===== src/design/rps_pkg.sv =====
// Constants for the ROM program sequencer
package rps_pkg;
   localparam int ROM_WORD_W = 10;
   localparam int BANK_W = 1;
   localparam int PAGE_W = 5;
   localparam int ADDR_W = 6;
   localparam int PC_W = BANK_W + PAGE_W + ADDR_W;
   localparam int SEQ_LEN = 64;
   localparam int SYNC_STAGES = 2;
   localparam int INT_HOLD_CYCLES = 2;
   localparam logic [BANK_W-1:0] BANK_RESET = 1'h0;
   localparam logic [PAGE_W-1:0] PAGE_RESET = 5'h00;
   localparam logic [ADDR_W-1:0] ADDR_RESET = 6'h3F;
   localparam logic [BANK_W-1:0] SUB_BANK = 1'h0;
   localparam logic [PAGE_W-1:0] SUB_PAGE = 5'h00;
   localparam int BR_OPND_LSB = 0;
   localparam int LPU_OPND_LSB = 0;
   // Circular in-page address order, entry i steps to entry i+1
   localparam logic [ADDR_W-1:0] ADDR_SEQ [SEQ_LEN] = '{
      6'h3F, 6'h3E, 6'h3D, 6'h3B, 6'h37, 6'h2F, 6'h1E, 6'h3C,
      6'h39, 6'h33, 6'h27, 6'h0E, 6'h1D, 6'h3A, 6'h35, 6'h2B,
      6'h16, 6'h2C, 6'h18, 6'h30, 6'h21, 6'h02, 6'h05, 6'h0B,
      6'h17, 6'h2E, 6'h1C, 6'h38, 6'h31, 6'h23, 6'h06, 6'h0D,
      6'h1B, 6'h36, 6'h2D, 6'h1A, 6'h34, 6'h29, 6'h12, 6'h24,
      6'h08, 6'h11, 6'h22, 6'h04, 6'h09, 6'h13, 6'h26, 6'h0C,
      6'h19, 6'h32, 6'h25, 6'h0A, 6'h15, 6'h2A, 6'h14, 6'h28,
      6'h10, 6'h20, 6'h00, 6'h01, 6'h03, 6'h07, 6'h0F, 6'h1F};
endpackage


===== src/design/rps_sync.sv =====
// Two-flop level synchroniser for asynchronous pins
`timescale 1ns/10ps
`default_nettype none
module rps_sync #(
   parameter logic RESET_VAL = 1'b0
) (
   input wire logic sys_clk_in,
   input wire logic srst_in,
   input wire logic async_in,
   output logic sync_out
);
   logic meta_q;
   logic meta_d;
   logic sync_q;
   logic sync_d;

   always_comb begin
      meta_d = async_in;
      sync_d = meta_q;
      if (srst_in) begin
         meta_d = RESET_VAL;
         sync_d = RESET_VAL;
      end
   end

   always_ff @(posedge sys_clk_in) begin
      meta_q <= meta_d;
      sync_q <= sync_d;
   end

   assign sync_out = sync_q;
endmodule // rps_sync
`default_nettype wire


===== src/design/rps_sequencer.sv =====
// Program counter, halt, reset and interrupt front end of the core
//
// Contract
// - Halt input low freezes the address, bank, page, pending load and status registers.
// - Halt release resumes from the frozen state, nothing reinitialised.
// - Reset input is active high; sequencer held in reset while high.
// - Interrupt inputs are asynchronous and accepted at any time.
// - Each program word is ten bits, instruction or constant.
// - Two banks of 32 pages of 64 words each.
// - Bank 0 page 0 is the subroutine area.
// - Counter is bank bit, five page bits, six address bits.
// - Bank and page hold until the program loads new values.
// - Bank takes 0 or 1; page takes 0 through 31.
// - Address is a polynomial counter stepping once per cycle.
// - Address follows the fixed 64-entry tabulated order.
// - Order is circular; execution stays in the current page.
// - Address wrap never carries into page or bank.
// - In-page branch loads low six bits when status set, else sets status.
// - Page load takes operand and inverted channel bit, one cycle late.
`timescale 1ns/10ps
`default_nettype none
module rps_sequencer (
   input wire logic sys_clk_in,
   input wire logic srst_in,
   input wire logic halt_request_n_in,
   input wire logic ext_interrupt_a_in,
   input wire logic ext_interrupt_b_in,
   input wire logic [rps_pkg::ROM_WORD_W-1:0] instr_word_in,
   input wire logic branch_in_page_in,
   input wire logic load_bank_page_upper_in,
   input wire logic status_flag_in,
   input wire logic bank_select_out_bit_in,
   output logic [rps_pkg::PC_W-1:0] rom_addr_out,
   output logic [rps_pkg::BANK_W-1:0] bank_out,
   output logic [rps_pkg::PAGE_W-1:0] page_out,
   output logic [rps_pkg::ADDR_W-1:0] addr_out,
   output logic subroutine_area_out,
   output logic status_set_out,
   output logic running_out,
   output logic ext_interrupt_a_out,
   output logic ext_interrupt_b_out
);
   import rps_pkg::*;

   logic run_sync;
   logic int_a_sync;
   logic int_b_sync;

   logic [BANK_W-1:0] bank_q;
   logic [BANK_W-1:0] bank_d;
   logic [PAGE_W-1:0] page_q;
   logic [PAGE_W-1:0] page_d;
   logic [ADDR_W-1:0] addr_q;
   logic [ADDR_W-1:0] addr_d;
   logic lpu_pend_q;
   logic lpu_pend_d;
   logic [BANK_W-1:0] bank_pend_q;
   logic [BANK_W-1:0] bank_pend_d;
   logic [PAGE_W-1:0] page_pend_q;
   logic [PAGE_W-1:0] page_pend_d;
   logic status_set_q;
   logic status_set_d;
   logic int_a_q;
   logic int_a_d;
   logic int_b_q;
   logic int_b_d;
   logic running_q;
   logic running_d;

   logic [ADDR_W-1:0] addr_step;
   logic [ADDR_W-1:0] step_hit [SEQ_LEN];
   logic branch_taken;
   logic load_taken;

   // Halt pin is a plain level; held released during reset
   rps_sync #(.RESET_VAL(1'b1)) u_halt_sync (
      .sys_clk_in(sys_clk_in),
      .srst_in(srst_in),
      .async_in(halt_request_n_in),
      .sync_out(run_sync)
   );

   // Interrupt pins carry levels; edge and priority handling is the core's
   rps_sync #(.RESET_VAL(1'b0)) u_int_a_sync (
      .sys_clk_in(sys_clk_in),
      .srst_in(srst_in),
      .async_in(ext_interrupt_a_in),
      .sync_out(int_a_sync)
   );

   rps_sync #(.RESET_VAL(1'b0)) u_int_b_sync (
      .sys_clk_in(sys_clk_in),
      .srst_in(srst_in),
      .async_in(ext_interrupt_b_in),
      .sync_out(int_b_sync)
   );

   // Table lookup rather than a feedback polynomial keeps the order exact
   genvar gi;
   generate
      for (gi = 0; gi < SEQ_LEN; gi++) begin : g_step
         if (gi == 0) begin : g_first
            assign step_hit[gi] = (addr_q == ADDR_SEQ[gi]) ?
                                  ADDR_SEQ[(gi + 1) % SEQ_LEN] : '0;
         end else begin : g_rest
            assign step_hit[gi] = step_hit[gi-1] |
                                  ((addr_q == ADDR_SEQ[gi]) ?
                                   ADDR_SEQ[(gi + 1) % SEQ_LEN] : '0);
         end
      end
   endgenerate

   // Last entry wraps to first; only the address field sees it
   assign addr_step = step_hit[SEQ_LEN-1];

   // Both decodes are refused while the status flag is clear
   assign branch_taken = branch_in_page_in && status_flag_in;
   assign load_taken = load_bank_page_upper_in && status_flag_in;

   // Halted: address, bank, page and status registers keep their value; synchronisers and level registers still run
   // Branch wins over the step; a skipped branch just steps
   always_comb begin
      addr_d = addr_q;
      if (srst_in) begin
         addr_d = ADDR_RESET;
      end else if (run_sync) begin
         addr_d = addr_step;
         if (branch_taken) begin
            addr_d = instr_word_in[BR_OPND_LSB +: ADDR_W];
         end
      end
   end

   always_ff @(posedge sys_clk_in) begin
      addr_q <= addr_d;
   end

   // Load waits one cycle; the next word still runs in the old page
   always_comb begin
      bank_d = bank_q;
      page_d = page_q;
      lpu_pend_d = lpu_pend_q;
      bank_pend_d = bank_pend_q;
      page_pend_d = page_pend_q;
      if (srst_in) begin
         bank_d = BANK_RESET;
         page_d = PAGE_RESET;
         lpu_pend_d = 1'b0;
         bank_pend_d = BANK_RESET;
         page_pend_d = PAGE_RESET;
      end else if (run_sync) begin
         lpu_pend_d = 1'b0;
         if (lpu_pend_q) begin
            bank_d = bank_pend_q;
            page_d = page_pend_q;
         end
         // A skipped load changes nothing, status included
         if (load_taken) begin
            lpu_pend_d = 1'b1;
            page_pend_d = instr_word_in[LPU_OPND_LSB +: PAGE_W];
            bank_pend_d = ~bank_select_out_bit_in;
         end
      end
   end

   always_ff @(posedge sys_clk_in) begin
      bank_q <= bank_d;
      page_q <= page_d;
      lpu_pend_q <= lpu_pend_d;
      bank_pend_q <= bank_pend_d;
      page_pend_q <= page_pend_d;
   end

   // One-cycle pulse asking the core to set its status flag
   always_comb begin
      status_set_d = status_set_q;
      if (srst_in) begin
         status_set_d = 1'b0;
      end else if (run_sync) begin
         status_set_d = branch_in_page_in && !status_flag_in;
      end
   end

   always_ff @(posedge sys_clk_in) begin
      status_set_q <= status_set_d;
   end

   // Levels keep flowing while halted; only sequencer state freezes
   // Reset clears the levels; the interrupt synchronisers clear themselves too, the halt one presets released
   always_comb begin
      int_a_d = int_a_sync;
      int_b_d = int_b_sync;
      running_d = run_sync;
      if (srst_in) begin
         int_a_d = 1'b0;
         int_b_d = 1'b0;
         running_d = 1'b0;
      end
   end

   always_ff @(posedge sys_clk_in) begin
      int_a_q <= int_a_d;
      int_b_q <= int_b_d;
      running_q <= running_d;
   end

   // Fields come straight from flip-flops; the area flag decodes them
   assign rom_addr_out = {bank_q, page_q, addr_q};
   assign bank_out = bank_q;
   assign page_out = page_q;
   assign addr_out = addr_q;
   assign subroutine_area_out = (bank_q == SUB_BANK) &&
                                (page_q == SUB_PAGE);
   assign status_set_out = status_set_q;
   assign running_out = running_q;
   // Levels shorter than one cycle may be missed; the source holds each level two cycles or more
   assign ext_interrupt_a_out = int_a_q;
   assign ext_interrupt_b_out = int_b_q;
endmodule // rps_sequencer
`default_nettype wire


===== config.mk =====
export PLATFORM = sky130hd
export DESIGN_NAME = rps_sequencer
export DESIGN_NICKNAME = d
export VERILOG_FILES = /design/src/design/rps_pkg.sv /design/src/design/rps_sync.sv /design/src/design/rps_sequencer.sv
export SDC_FILE = /design/constraint.sdc
export NUM_CORES = 1
export LEC_CHECK = 0
export BUFFER_PORTS_ARGS = -buffer_cell sky130_fd_sc_hd__buf_2
export CELL_PAD_IN_SITES_DETAIL_PLACEMENT = 1
export CELL_PAD_IN_SITES_GLOBAL_PLACEMENT = 2
export CORE_MARGIN = 4
export CORE_UTILIZATION = 27
export DETAILED_ROUTE_END_ITERATION = 16
export PLACE_DENSITY = 0.85
export SLEW_MARGIN = 20
export SYNTH_ARGS = -nofsm -noshare
export SYNTH_HDL_FRONTEND = slang
export SYNTH_SLANG_ARGS = --single-unit

===== constraint.sdc =====
create_clock -name sys_clk_in -period 1.6 [get_ports sys_clk_in]
set_clock_uncertainty 0.05 [all_clocks]
set_input_delay 0.08 -clock sys_clk_in [delete_from_list [all_inputs] [get_ports sys_clk_in]]
set_output_delay 0.08 -clock sys_clk_in [all_outputs]
set_load 0.1 [all_outputs]

==> results.txt <==
Run status: finished, violations left
Failing checks: negative setup slack
Die X: 81.2 um
Worst path required time: 1.47 ns
Pre-CTS setup slack: 0.164 ns
Max Slew Vio Count: 0
Die area: 6600 sq um
Clk sinks: 29
Final setup fails: 1
Clock latency on the worst-skew pair: 0.28 ns
CTS H-tree depth: 2
Post-CTS setup buffer count: 0
Post-synth top area cell: dfxtp_1
Worst Setup EP: subroutine_area_out
GP Congestion: 0.720
Overall global routing resource usage: 11.9%
Number of antenna diodes: 0
VDD IR-drop max: 433 uV
Starting Density: 28.2%
MaxCap Viol Count: 0
Max Freq: 594 MHz
Worst R2R Path Depth: 4
Crit Path Class: register to output port
Largest cells by area after synthesis: dfxtp_1, a21oi_1, buf_4, nand2_1, nor2_1
Critical path endpoint category: output port
DRT antenna net count: 0
CTS tree: yes
I/O Buffers: 43
WL final: 3680 um
Transition time of the tightest slew-check pin: 0.489 ns
Startpoint types: register
Number of gates resized after cts: 0
Vias in the first global route: 1,319
Routed len/inst: 12.7 um
Number of DRC markers in iteration 0: 68
Most used DFF post-synth: dfxtp_1
Clock Tree Buf Depth: 2
Initial antenna violation count: 0
Share of post-route cells with drive strength above 1: 31.8%
R2R Path End: addr_out[1]
Clk root buf: clkbuf_8
Post-placement cell area: 1670 sq um
Worst-path clk slew: 0.07 ns
Post-Layout Inst Area: 1820 sq um
Post-route clock period utilization: 105%
Crit path max fanout: 4
Total number of vias: 1,355
Top cell type's share of synthesized area: 40.1%
Syn Inst Count: 186
Syn_area_per_cell: 7.78 sq um
Worst hold margin: 0.0177 ns
Slew margin rel.: 67.7%
Power Density: 1220 nW/um^2
#FFs+latches synth: 29
Core Area: 5140 sq um
Worst setup startpoint: page_out[0]
Std cell rows: 26
Drt pass-1 iters: 4
DR DRC count: 0
Asr flop ratio synth: 0%
Die height: 81.2 um
Post-synth EDFFs: 0
FF-to-FF Start: addr_out[5]
Vias per inst: 4.67
Leak: 0.000757 uW
DPL Wire Length: 2570 um
Worst Path Arrival: 1.55 ns
RSZ-0062 raised after global routing: yes
Hold Fails Final Rpt: 0
Grt total ovfl: 0
Syn-to-layout area delta: 25.6%
Warnings from Yosys: 0
Fin Setup TNS: -0.0822 ns
Reg-to-reg slack, setup: 0.23 ns
Syn Std Cell Area: 1450 sq um
Min cycle time layout: 1.68 ns
Final #Nets: 238
Netlist cell types: 37
Inserted Clock Buffers: 5
Register area share after synthesis: 40.1%
Final worst slack: -0.0822 ns
Worst hold path class: input port to register
Synth Net Count: 205
Num ports: 48
First-pass GRT wire length: 6040 um
Pin count of the biggest net entering global routing: 30
## critical path: stages (launching register included)
cell	delay (ns)
dfxtp_4	0.35
or4_4	0.55
nor3_4	0.17
buf_12	0.20
## metrics by stage
stage / total power (uW) / utilization [%] / std cells
after floorplan: 1560 / - / 186
after global placement: 1650 / 32.4 / 275
after detailed placement: 1650 / 32.4 / 275
after CTS: 2250 / 35.4 / 290
after global routing: 2350 / 35.4 / 290
final: 2220 / 35.4 / 290
## worst min path at each step
stage | startpoint | endpoint | cells after the start
5_1_grt | instr_word_in[4] | page_pend_q[4] | 3
6_report | instr_word_in[4] | page_pend_q[4] | 3
3_5_place_dp | halt_request_n_in | u_halt_sync.meta_q | 2
3_3_place_gp | halt_request_n_in | u_halt_sync.meta_q | 2
2_1_floorplan | bank_select_out_bit_in | bank_pend_q | 1
4_1_cts | instr_word_in[4] | page_pend_q[4] | 3
## cell usage in the layout (no fill, tap or decap), drive strengths merged, types with 2 or more instances in the layout
cell,instances
or2,5
a21oi,26
and3,2
buf,46
nand2b,5
nor2,17
nand2,26
nand3,8
a31oi,4
o21ai,6
o2111ai,2
mux2i,3
dfxtp,29
dlygate4sd3,7
nor3,3
clkinv,2
clkbuf,6
nor2b,8
## layout make-up
class / instances / area [sq um]
clock buffer: 6 / 72.6
clock inverter: 2 / 10.0
fill: 641 / 3320
inverter: 1 / 3.75
multi-input combinational: 129 / 711
sequential: 29 / 611
tap: 70 / 87.6
timing repair buffer: 53 / 323
## registers in the layout, summed over array words and instances, names as in the netlist
| name | flops |
|---|---|
| running_out | 1 |
| ext_interrupt_a_out | 1 |
| bank_out | 1 |
| status_set_out | 1 |
| page_pend_q | 5 |
| u_int_a_sync.sync_out | 1 |
| bank_pend_q | 1 |
| u_halt_sync.meta_q | 1 |
| ext_interrupt_b_out | 1 |
| page_out | 5 |
| u_int_b_sync.sync_out | 1 |
| lpu_pend_q | 1 |
| u_int_a_sync.meta_q | 1 |
| u_int_b_sync.meta_q | 1 |
| u_halt_sync.sync_out | 1 |
| addr_out | 6 |
## synthesized netlist by cell type (2+ instances only)
| cell | count |
|---|---|
| nand2b_1 | 5 |
| nand2_1 | 25 |
| nor2b_1 | 8 |
| buf_4 | 13 |
| o21ai_0 | 4 |
| o21ai_1 | 2 |
| buf_2 | 8 |
| a21oi_1 | 26 |
| mux2i_1 | 3 |
| or2_2 | 2 |
| clkbuf_1 | 5 |
| or2_1 | 3 |
| nor2_1 | 16 |
| a31oi_1 | 4 |
| dfxtp_1 | 29 |
| o2111ai_1 | 2 |
| and3_1 | 2 |
| nand3_1 | 8 |
| nor3_1 | 3 |
## power by group
group	total (uW)	internal (uW)	switching [uW]	leakage, uW
Clock	572	301	272	0.0000450
Sequential	889	771	118	0.000240
Combinational	759	191	567	0.000472
## logic make-up after synthesis
family / after synthesis / share of synthesized area (%)
DFF: 29 / 40.1
buffers and inverters: 28 / 11.8
xor gates and xnor gates: 1 / 0.605
muxes: 3 / 2.07
AOI/OAI and AO/OA: 46 / 18.4
adders and majority gates: 1 / 0.778
and+or+nand+nor: 78 / 26.2
## metal layers
metal,part of all wire (%),GRT usage (%)
met5,0,0
met3,6.4,4.43
met1,49,15.2
met4,1.2,4.05
met2,44,18.5
## what timing repair did
| item | in CTS | in global routing |
|---|---|---|
| setup endpoints to repair | 1 | 1 |
| cloned | 0 | 0 |
| pin swaps | 1 | 0 |
| endpoints found under the hold margin | 7 | 0 |
| hold buffers | 7 | 0 |
(Power assumes the default switching activity.)
